$ cat config.mk
export PLATFORM = sky130hd
export DESIGN_NAME = external_bus_transfer_controller
export DESIGN_NICKNAME = d
export VERILOG_FILES = /design/src/hw/external_bus_transfer_controller.v
export VERILOG_INCLUDE_DIRS = /design/src /design/src/shared
export SDC_FILE = /design/constraint.sdc
export NUM_CORES = 1
export LEC_CHECK = 0
export BUFFER_PORTS_ARGS = -buffer_cell sky130_fd_sc_hd__buf_2
export CAP_MARGIN = 20
export CORE_MARGIN = 2
export CORE_UTILIZATION = 50
export CTS_BUF_LIST = sky130_fd_sc_hd__clkbuf_2
export CTS_CLUSTER_DIAMETER = 100
export CTS_CLUSTER_SIZE = 16
export DETAILED_ROUTE_END_ITERATION = 8
export PLACE_DENSITY = 0.75
export SLEW_MARGIN = 0
export SYNTH_ARGS = -nofsm -noshare
export SYNTH_HDL_FRONTEND = slang
export SYNTH_SLANG_ARGS = --single-unit
$ cat constraint.sdc
create_clock -name I_SYS_CLK -period 6.44 [get_ports I_SYS_CLK]
set_clock_uncertainty 0.2 [all_clocks]
set_input_delay 1.288 -clock I_SYS_CLK [delete_from_list [all_inputs] [get_ports I_SYS_CLK]]
set_output_delay 1.288 -clock I_SYS_CLK [all_outputs]
set_load 0.02 [all_outputs]
$ cat src/shared/ext_dma_consts.vh
// register map, field positions and reset values of the transfer controller
`ifndef EXT_DMA_CONSTS_VH
`define EXT_DMA_CONSTS_VH

// ==========================================
// register offsets inside one channel window
`define EDMA_OFS_SRC   4'h0
`define EDMA_OFS_DST   4'h4
`define EDMA_OFS_CNT   4'h8
`define EDMA_OFS_MODE  4'hC
// channel number sits in address bits 5:4
`define EDMA_CH_LO     4
`define EDMA_CH_HI     5

// ==========================================
// mode register fields
`define EDMA_F_EN      0
`define EDMA_F_WORD    1
`define EDMA_F_SINGLE  2
`define EDMA_F_DEVSRC  3
`define EDMA_F_BURST   4
`define EDMA_F_BLOCK   5
`define EDMA_F_AUTO    6
`define EDMA_F_IRQEN   7
`define EDMA_F_SINC    8
`define EDMA_F_DINC    9
`define EDMA_F_BUSY    14
`define EDMA_F_DONE    15
`define EDMA_F_BLK_LO  16
`define EDMA_F_BLK_HI  23
`define EDMA_MODE_WMASK 24'hFF03FF

// ==========================================
// reset values
`define EDMA_MODE_RST  24'h000000
`define EDMA_CNT_RST   24'h000000

`endif

$ cat src/hw/external_bus_transfer_controller.v
// four-channel external bus transfer controller with register port
//
// Implementation choices: the strobed register port and the address map.
`include "ext_dma_consts.vh"

// How it works
// four independent channels move data over the external bus for the cpu
// source and destination addresses are 24 bits, covering 16 Mbyte
// each channel moves bytes or words as software chooses
// count up to 16,777,215; count zero runs free with no end
// dual address mode reads then writes; single mode uses acknowledged device
// cycle-steal releases after each unit, burst keeps the bus
// normal mode or block mode moving a whole block per request
// a channel starts on its request pin or on auto-request
// interrupt raised on count end when enabled
// external device drives its request pin to ask for transfers
// acknowledge output selects the device in single address transfers
// transfer-end output marks the final transfer of a channel
// acceptance output tells the device its request was taken
// source address is 32 bits, upper 8 read zero, ignore writes
// source address steps to the next address after each transfer
// single mode with device as source ignores source address
// destination address is 32 bits, upper 8 read zero, ignore writes
// destination address steps to the next address after each transfer
// single mode with device as destination ignores destination address
// software reads busy address registers with one longword access
// software does not write address registers during a transfer
// address registers readable any time; no reset value
// a longword read returns one coherent 24-bit address
module external_bus_transfer_controller (
  // clock and reset
  input  wire        I_SYS_CLK,
  input  wire        I_SRST,
  // register port
  input  wire [5:0]  I_REG_ADDR,
  input  wire [31:0] I_REG_WDATA,
  input  wire        I_REG_WR,
  input  wire        I_REG_RD,
  output reg  [31:0] O_REG_RDATA,
  // device handshake pins
  input  wire [3:0]  I_EXT_TRANSFER_REQUEST_IN,
  output reg  [3:0]  O_SINGLE_ADDR_DEVICE_ACK_OUT,
  output reg  [3:0]  O_FINAL_TRANSFER_MARKER_OUT,
  output reg  [3:0]  O_REQUEST_ACCEPTED_NOTIFY_OUT,
  output reg  [3:0]  O_IRQ,
  // external bus master side
  output reg  [23:0] O_BUS_ADDR,
  output reg         O_BUS_RD,
  output reg         O_BUS_WR,
  output reg         O_BUS_WORD,
  output reg  [15:0] O_BUS_WDATA,
  input  wire [15:0] I_BUS_RDATA
);

  localparam NCH      = 4;
  localparam ST_IDLE  = 5'h01;
  localparam ST_READ  = 5'h02;
  localparam ST_RDATA = 5'h04;
  localparam ST_WRITE = 5'h08;
  localparam ST_STEP  = 5'h10;

  // ==========================================
  // storage
  // R2 24-bit addresses
  reg  [23:0] src_reg  [0:NCH-1];
  reg  [23:0] dst_reg  [0:NCH-1];
  reg  [23:0] cnt_reg  [0:NCH-1];
  reg  [23:0] mode_reg [0:NCH-1];
  reg  [3:0]  done_reg;
  reg  [3:0]  req_s1_reg;
  reg  [3:0]  req_s2_reg;
  reg  [4:0]  state_reg;
  reg  [1:0]  ch_reg;
  reg         lock_reg;
  reg  [8:0]  blk_reg;
  reg  [3:0]  pend;
  reg  [1:0]  gnt_ch;
  reg         gnt_ok;
  // separate loop indices keep each process the only writer of its own variable
  integer     c;
  integer     k;

  wire [1:0]  rsel   = I_REG_ADDR[`EDMA_CH_HI:`EDMA_CH_LO];
  wire [3:0]  rofs   = I_REG_ADDR[3:0];
  wire [23:0] cm     = mode_reg[ch_reg];
  wire [23:0] gm     = mode_reg[gnt_ch];
  // step of one byte or one word
  wire [23:0] step   = {22'h000000, cm[`EDMA_F_WORD], ~cm[`EDMA_F_WORD]};
  wire [7:0]  bsz    = gm[`EDMA_F_BLK_HI:`EDMA_F_BLK_LO];
  wire [8:0]  blk_ld = {(bsz == 8'h00), bsz};
  wire        last   = (cnt_reg[ch_reg] == 24'h000001);

  // ==========================================
  // request pins: two flip-flops before any use
  always @(posedge I_SYS_CLK) begin
    if (I_SRST) begin
      req_s1_reg <= 4'h0;
      req_s2_reg <= 4'h0;
    end else begin
      req_s1_reg <= I_EXT_TRANSFER_REQUEST_IN;
      req_s2_reg <= req_s1_reg;
    end
  end

  // ==========================================
  // request and arbitration
  always @* begin
    gnt_ch = 2'h0;
    gnt_ok = 1'b0;
    for (k = 0; k < NCH; k = k + 1) begin
      // pin or auto-request
      // device holds its request
      pend[k] = mode_reg[k][`EDMA_F_EN] &
                (mode_reg[k][`EDMA_F_AUTO] | req_s2_reg[k]);
    end
    // fixed priority, lowest channel first
    for (k = NCH - 1; k >= 0; k = k - 1) begin
      if (pend[k]) begin
        gnt_ch = k[1:0];
        gnt_ok = 1'b1;
      end
    end
    // burst keeps the bus
    // block stays on channel
    if (lock_reg && pend[ch_reg]) begin
      gnt_ch = ch_reg;
      gnt_ok = 1'b1;
    end
  end

  // ==========================================
  // registers and transfer engine
  always @(posedge I_SYS_CLK) begin
    // upper bits dropped
    // upper bits dropped
    // engine update wins
    if (I_REG_WR) begin
      case (rofs)
        `EDMA_OFS_SRC:  src_reg[rsel] <= I_REG_WDATA[23:0];
        `EDMA_OFS_DST:  dst_reg[rsel] <= I_REG_WDATA[23:0];
        default: ;
      endcase
    end
    if (I_SRST) begin
      state_reg                     <= ST_IDLE;
      ch_reg                        <= 2'h0;
      lock_reg                      <= 1'b0;
      blk_reg                       <= 9'h000;
      done_reg                      <= 4'h0;
      O_SINGLE_ADDR_DEVICE_ACK_OUT  <= 4'h0;
      O_FINAL_TRANSFER_MARKER_OUT   <= 4'h0;
      O_REQUEST_ACCEPTED_NOTIFY_OUT <= 4'h0;
      O_IRQ                         <= 4'h0;
      O_BUS_ADDR                    <= 24'h000000;
      O_BUS_RD                      <= 1'b0;
      O_BUS_WR                      <= 1'b0;
      O_BUS_WORD                    <= 1'b0;
      O_BUS_WDATA                   <= 16'h0000;
      O_REG_RDATA                   <= 32'h00000000;
      for (c = 0; c < NCH; c = c + 1) begin
        cnt_reg[c]  <= `EDMA_CNT_RST;
        mode_reg[c] <= `EDMA_MODE_RST;
      end
    end else begin
      O_REQUEST_ACCEPTED_NOTIFY_OUT <= 4'h0;
      // end interrupt
      for (c = 0; c < NCH; c = c + 1) begin
        O_IRQ[c] <= done_reg[c] & mode_reg[c][`EDMA_F_IRQEN];
      end
      // software writes; enabling a channel clears its done flag
      if (I_REG_WR && rofs == `EDMA_OFS_CNT) begin
        cnt_reg[rsel] <= I_REG_WDATA[23:0];
      end
      if (I_REG_WR && rofs == `EDMA_OFS_MODE) begin
        mode_reg[rsel] <= I_REG_WDATA[23:0] & `EDMA_MODE_WMASK;
        if (I_REG_WDATA[`EDMA_F_EN]) begin
          done_reg[rsel] <= 1'b0;
        end
      end

      // R22 reads at any time
      // whole word in one cycle
      // single longword read
      if (I_REG_RD) begin
        case (rofs)
          `EDMA_OFS_SRC:  O_REG_RDATA <= {8'h00, src_reg[rsel]};
          `EDMA_OFS_DST:  O_REG_RDATA <= {8'h00, dst_reg[rsel]};
          `EDMA_OFS_CNT:  O_REG_RDATA <= {8'h00, cnt_reg[rsel]};
          `EDMA_OFS_MODE: O_REG_RDATA <= {8'h00, mode_reg[rsel][23:16],
                                         done_reg[rsel],
                                         (state_reg != ST_IDLE) && (ch_reg == rsel),
                                         4'h0, mode_reg[rsel][9:0]};
          default:        O_REG_RDATA <= 32'h00000000;
        endcase
      end else begin
        O_REG_RDATA <= 32'h00000000;
      end

      case (state_reg)
        ST_IDLE: begin
          if (gnt_ok) begin
            ch_reg     <= gnt_ch;
            O_BUS_WORD <= gm[`EDMA_F_WORD];
            if (!(lock_reg && gnt_ch == ch_reg)) begin
              blk_reg <= blk_ld;
            end
            // acceptance pulse
            if (!gm[`EDMA_F_AUTO] && !(lock_reg && gnt_ch == ch_reg)) begin
              O_REQUEST_ACCEPTED_NOTIFY_OUT[gnt_ch] <= 1'b1;
            end
            // final transfer mark
            O_FINAL_TRANSFER_MARKER_OUT[gnt_ch] <= (cnt_reg[gnt_ch] == 24'h000001);
            // single address ack
            O_SINGLE_ADDR_DEVICE_ACK_OUT[gnt_ch] <= gm[`EDMA_F_SINGLE];
            // dual or single
            // device source, only destination
            if (gm[`EDMA_F_SINGLE] && gm[`EDMA_F_DEVSRC]) begin
              O_BUS_WR   <= 1'b1;
              O_BUS_ADDR <= dst_reg[gnt_ch];
              state_reg  <= ST_WRITE;
            end else begin
              O_BUS_RD   <= 1'b1;
              O_BUS_ADDR <= src_reg[gnt_ch];
              state_reg  <= ST_READ;
            end
          end
        end
        ST_READ: begin
          O_BUS_RD  <= 1'b0;
          state_reg <= ST_RDATA;
        end
        ST_RDATA: begin
          // device destination, no write
          if (cm[`EDMA_F_SINGLE]) begin
            O_SINGLE_ADDR_DEVICE_ACK_OUT <= 4'h0;
            state_reg                    <= ST_STEP;
          end else begin
            O_BUS_WDATA <= cm[`EDMA_F_WORD] ? I_BUS_RDATA
                                            : {8'h00, I_BUS_RDATA[7:0]};
            O_BUS_WR    <= 1'b1;
            O_BUS_ADDR  <= dst_reg[ch_reg];
            state_reg   <= ST_WRITE;
          end
        end
        ST_WRITE: begin
          O_BUS_WR                     <= 1'b0;
          O_SINGLE_ADDR_DEVICE_ACK_OUT <= 4'h0;
          state_reg                    <= ST_STEP;
        end
        ST_STEP: begin
          O_FINAL_TRANSFER_MARKER_OUT <= 4'h0;
          // source steps
          if (cm[`EDMA_F_SINC] && !(cm[`EDMA_F_SINGLE] && cm[`EDMA_F_DEVSRC])) begin
            src_reg[ch_reg] <= src_reg[ch_reg] + step;
          end
          // destination steps
          if (cm[`EDMA_F_DINC] && !(cm[`EDMA_F_SINGLE] && !cm[`EDMA_F_DEVSRC])) begin
            dst_reg[ch_reg] <= dst_reg[ch_reg] + step;
          end
          // zero count runs free
          if (cnt_reg[ch_reg] != 24'h000000) begin
            cnt_reg[ch_reg] <= cnt_reg[ch_reg] - 24'h000001;
          end
          // done set after any clear, so the set wins
          if (last) begin
            mode_reg[ch_reg][`EDMA_F_EN] <= 1'b0;
            done_reg[ch_reg]             <= 1'b1;
          end
          blk_reg   <= blk_reg - 9'h001;
          // cycle steal releases
          // block holds until block ends
          lock_reg  <= !last && (cm[`EDMA_F_BURST] ||
                       (cm[`EDMA_F_BLOCK] && blk_reg > 9'h001));
          state_reg <= ST_IDLE;
        end
        default: begin
          state_reg <= ST_IDLE;
        end
      endcase
    end
  end

  // four channels share one engine; each keeps its own registers
endmodule // external_bus_transfer_controller

==> Word-level counts from Yosys, hierarchy flattened <==
Memories as Yosys holds them, arrays and structs flattened. A register that Yosys moved wholly into a read port is not among the register bits.
Cells that the tools add are included.
{ "word_totals": {"regBits": 120, "elab_cells": 218, "n_memories": 4, "in_bits": 62, "mem_bits_rw": 360} }
{ "op_classes": {"addsub": 4, "n_eq_ne": 19, "n_reduce_logical": 44, "n_lt_le_gt_ge": 7, "muxes": 102, "bitwise_logic": 21} }
{ "memory_table": {"columns": ["memory", "words", "width", "rd", "rd_ports_with_merged_regs", "wr", "line_no", "source"], "rows": [
  ["cnt_reg", 4, 24, 3, 1, 4, "external_bus_transfer_controller.v:67", "reg [23:0] cnt_reg [0:NCH-1];"],
  ["dst_reg", 4, 24, 3, 1, 2, "external_bus_transfer_controller.v:66", "reg [23:0] dst_reg [0:NCH-1];"],
  ["src_reg", 4, 24, 3, 1, 2, "external_bus_transfer_controller.v:65", "reg [23:0] src_reg [0:NCH-1];"],
  ["mode_reg", 4, 18, 7, 1, 4, "external_bus_transfer_controller.v:68", "reg [23:0] mode_reg [0:NCH-1];"]
]} }
{ "op_table": {"columns": ["operator", "count"], "rows": [
  ["$mux W24", 5],
  ["$pmux W24 S4", 1],
  ["$add A24 B2 Y24", 2],
  ["$eq A24 B1 Y1 const B", 2],
  ["$mux W1", 48],
  ["$pmux W24 S2", 1],
  ["$reduce_or A24 Y1", 2],
  ["$mux W18", 2],
  ["$mux W2", 18],
  ["$mux W4", 9],
  ["$reduce_or A18 Y1", 2],
  ["$reduce_bool A24 Y1", 1],
  ["$sub A24 B1 Y24 const B", 1],
  ["$pmux W5 S4", 1],
  ["$mux W9", 2],
  ["$pmux W9 S2", 1],
  ["$logic_and A1 B1 Y1", 16],
  ["$mux W16", 1],
  ["$ne A2 B2 Y1 const B", 6],
  ["$pmux W4 S3", 1],
  ["$reduce_and A3 Y1", 4],
  ["$mux W5", 2],
  ["$gt A9 B1 Y1 const B", 1],
  ["$lt A2 B3 Y1 const B", 3],
  ["33 further kinds", 65]
]} }

==> Longest topological paths before layout <==
An unclocked memory read counts as a cell.
{ "logic_depth": {"depth_word": 15, "depth_mapped": 20} }

==> Least setup slack after synthesis <==
No wires, ideal clock.
{ "synth_timing": {"kind": "input to register", "start": "input I_REG_ADDR[4]", "end": "memory cnt_reg[3][0] (enable)", "stages": 5, "path_slack_ns": 0.242, "t_arrival_ns": 5.508, "cell_sequence": "clkbuf_1 > clkbuf_1 > buf_1 > nand3_1 > o311ai_0"} }
{ "synth_lines": {"columns": ["item", "line_no", "source"], "rows": [
  ["start: declaration", "external_bus_transfer_controller.v:35", "input wire [5:0] I_REG_ADDR,"],
  ["end: declaration", "external_bus_transfer_controller.v:67", null]
]} }

==> Worst setup path after layout <==
{ "layout_timing": {"start": "register ch_reg[1]", "end": "register O_BUS_ADDR[22]"} }
{ "layout_between": {"elab_chain_len": 9} }
{ "layout_rtl": {"columns": ["item", "line_no", "source"], "rows": [
  ["start: declaration", "external_bus_transfer_controller.v:73", "reg [1:0] ch_reg;"],
  ["start signal: assignment", "external_bus_transfer_controller.v:202", "ch_reg <= gnt_ch;"],
  ["$bmux W1 S2", "external_bus_transfer_controller.v:125", "if (lock_reg && pend[ch_reg]) begin"],
  ["$mux W1 (implied by the code)", "external_bus_transfer_controller.v:125", null],
  ["$logic_and A1 B1 Y1", "external_bus_transfer_controller.v:125", null],
  ["$mux W2", "external_bus_transfer_controller.v:125", null],
  ["$mem_v2 Z4 W18", null, null],
  ["$logic_and A1 B1 Y1", "external_bus_transfer_controller.v:217", "if (gm[`EDMA_F_SINGLE] && gm[`EDMA_F_DEVSRC]) begin"],
  ["$mux W24", "external_bus_transfer_controller.v:217", null],
  ["$mux W24", "external_bus_transfer_controller.v:201", "if (gnt_ok) begin"],
  ["$pmux W24 S2", "external_bus_transfer_controller.v:199", "case (state_reg)"],
  ["end signal: assignment", "external_bus_transfer_controller.v:219", "O_BUS_ADDR <= dst_reg[gnt_ch];"],
  ["end signal: assignment", "external_bus_transfer_controller.v:223", "O_BUS_ADDR <= src_reg[gnt_ch];"],
  ["end signal: assignment", "external_bus_transfer_controller.v:241", "O_BUS_ADDR <= dst_reg[ch_reg];"],
  ["end: declaration", "external_bus_transfer_controller.v:47", "output reg [23:0] O_BUS_ADDR,"]
]} }
Parallel ways exist; a longest one is shown, timed or not. The select of a mux whose other input is x is not followed.
A chain may end at the register's enable or synchronous reset.

==> flow_summary.ini <==
[status]
outcome = completed

[worst_setup_path]
cp.arrival_ns = 5.92
critical_path_class = reg -> reg
worstPathRequired_ns = 7.26
endpoint_kind = flip-flop
critPathSlowestCell = dfxtp_1
cp_max_fo = 33
rrSetupSlack_ns = 1.33
critPathMaxStageDelay_ns = 0.90
path_cells = or2_1 -> o22ai_2 -> o31ai_2 -> mux2i_4 -> buf_4 -> buf_4 -> mux2i_1 -> mux2i_1 -> o22ai_1
reg2reg_depth = 9
timing.rr.end = O_BUS_ADDR[22]
r2r-start = ch_reg[1]
start_kind = flip-flop

[placement]
port_buffers = 136
dp_hpwl_um = 58900
placed_area_mm2 = 0.0290
placedCellCount = 3157
pre_cts_slack_ns = 1.55
gp_congestion = 0.954

[synth]
ys.flop_type = edfxtp_1
yosys-top-cells-area = edfxtp_1 (38%), mux4_2 (14%), dfxtp_1 (8.4%), mux2i_1 (6.6%), nand2_1 (3.5%)
avgSynthCellArea_um2 = 11.5
synth-edff-count = 356
synth_area_leader_cell = edfxtp_1
synth_warnings = 0
synth_top_area_share_pct = 38.2
async_flop_share_pct = 0
netlist_instances = 2428
synth_cell_types = 88
synth_area_mm2 = 0.0280
ys_seq_elements = 474
synth-seq-area-share_pct = 46.7

[min_path]
hold_path_class = in -> reg
min_from = I_BUS_RDATA[3]
hold_depth = 3
hold_end = O_BUS_WDATA[3]

[clocking]
hold_buffers = 0
cts_tree = yes
post_cts_buffers = 0
htree_levels = 2
clockBufferDepth = 3
cts_sinks = 474
root_buffer = clkbuf_2
post_cts_resized = 0
clock_latency_ns = 1.15
clkTransAtPathRegs_ns = 0.30
numCtsBuffers = 35

[floorplanning]
core_mm2 = 0.0552
rows = 86
die_y_um = 240
die-area_mm2 = 0.0578
die_w_um = 240
pin_count = 153
initial_utilization_pct = 50.7

[timing]
fin_ws_ns = 1.33
tightest_slew_ns = 1.08
slew_viol_final = 0
final.min_clock_period_ns = 5.11
finalHoldViolations = 0
rsz0062_at_grt = no
setup_viol = 0
finalCritPeriodShare_pct = 79.3
slew_headroom_pct = 27.8
final.setup.tns_ns = 0
fmax_ghz = 0.196

[detailed_routing]
via_per_inst = 6.65
routed_wl_um = 87500
drt_iter0_markers = 2877
drc = 0
vias = 21400
wl_per_cell_um = 27.1
ant_nets = 0
first_pass_iters = 6

[job]
max-cap-violations = 0

[finish]
drive_gt1_share_pct = 22.7
regArea_mm2 = 0.0131
fin_nets = 2520
multi_input_area_mm2 = 0.0137
syn2layout_area_growth_pct = 4.98
fin_cells = 3225
stdcell_area_mm2 = 0.0294
fillers = 4635

[pwr]
p_leak_uw = 0.0101
power.density_mw_per_mm2 = 179
max-vdd-ir-drop_mv = 0.0847

[global_route]
grt_pass1_wl_um = 128000
grt_max_degree = 105
antenna_found_initial = 9
grt_pass1_vias = 20400
grt_usage_pct = 30.1
grt-ovfl-total = 0
[worst max path at each step]
stage                        from             end  slack, ns  depth (start not counted)
floorplan           I_REG_ADDR[4]   cnt_reg[3][0]       0.24                          5
global placement        ch_reg[1]   O_BUS_ADDR[2]       1.62                          9
detailed placement      ch_reg[1]   O_BUS_ADDR[0]       1.55                          9
CTS                     ch_reg[1]   O_BUS_ADDR[0]       1.43                          9
global route            ch_reg[1]   O_BUS_ADDR[0]       1.23                          9
finish                  ch_reg[1]  O_BUS_ADDR[22]       1.33                          9
[stage by stage]
stage | util [%] | total power, uW | hold WS (ns)
2_1_floorplan | - | 3810 | 0.214
3_3_place_gp | 52.5 | 3990 | 0.225
3_5_place_dp | 52.5 | 4010 | 0.229
4_1_cts | 53.1 | 5240 | 0.0658
5_1_grt | 53.2 | 5380 | 0.122
6_report | 53.2 | 5250 | 0.144
[where the power goes]
| part | switching [uW] | total (uW) | internal, uW |
|---|---|---|---|
| combinational | 347 | 554 | 207 |
| clock | 1010 | 1290 | 282 |
| sequential | 56.4 | 3410 | 3350 |
[layer usage]
metal  vias up  share of wire [%]  track usage, %  wire, um
met3       290                 12            6.73     10300
met5         -              0.051               0        45
li1       9204                  -               -         -
met4         8                6.4            16.1      5620
met1     10500                 35            37.8     31000
met2      1476                 46            48.5     40600
[kinds of logic (layout without fill, tap and decap cells)]
family                     count (synthesis)  in the layout  synth area share [%]
and+or+nand+nor                          728            728                  12.5
DFF                                      474            474                  46.7
AOI/OAI and AO/OA                        452            452                  9.91
muxes                                    428            428                  23.3
buffers and inverters                    267            306                  4.89
xor gates and xnor gates                  67             67                  2.10
adders and majority gates                 11             11                 0.546
other                                      1             11                0.0134
[placed cells by master, fill, tap and decap left out, types with 24 or more instances in the layout]
cell	instances
dfxtp_1	116
nor4_1	25
nand3_1	121
a21oi_1	97
a22oi_1	71
mux4_2	168
o211ai_1	32
mux2i_1	183
buf_4	49
xnor2_1	40
o22ai_1	24
inv_1	56
edfxtp_1	356
xor2_1	27
buf_2	134
mux2_2	73
o21ai_0	118
clkbuf_2	61
o21ai_1	45
nand2_1	260
nor2_1	160
[synth_stat cells (27+ instances only)]
library cell / number
o22ai_1: 28
xor2_1: 27
xnor2_1: 40
o21ai_0: 125
o21ai_1: 43
mux2i_1: 184
a22oi_1: 71
clkbuf_1: 110
nor2_1: 163
dfxtp_1: 118
nand3_1: 121
nand2_1: 260
buf_2: 37
mux4_2: 168
o211ai_1: 32
mux2_2: 73
a21oi_1: 97
inv_1: 56
edfxtp_1: 356
[worst max-delay path, delay by kind of cell (launching register included)]
kind	cells	cell delay [ns]
DFF	1	0.90
AOI/OAI and AO/OA	3	1.01
muxes	3	1.18
and+or+nand+nor	1	0.44
buffers and inverters	2	1.20
[cell type report]
class | instances | area share [%]
multi-input combinational | 1694 | 46.7
sequential | 474 | 44.5
timing repair buffer | 186 | 3.74
tap | 748 | 3.19
clock buffer | 61 | 1.04
inverter | 56 | 0.716
clock inverter | 3 | 0.145
antenna | 3 | 0.0256
No activity file was read; power rests on OpenSTA's default activity.
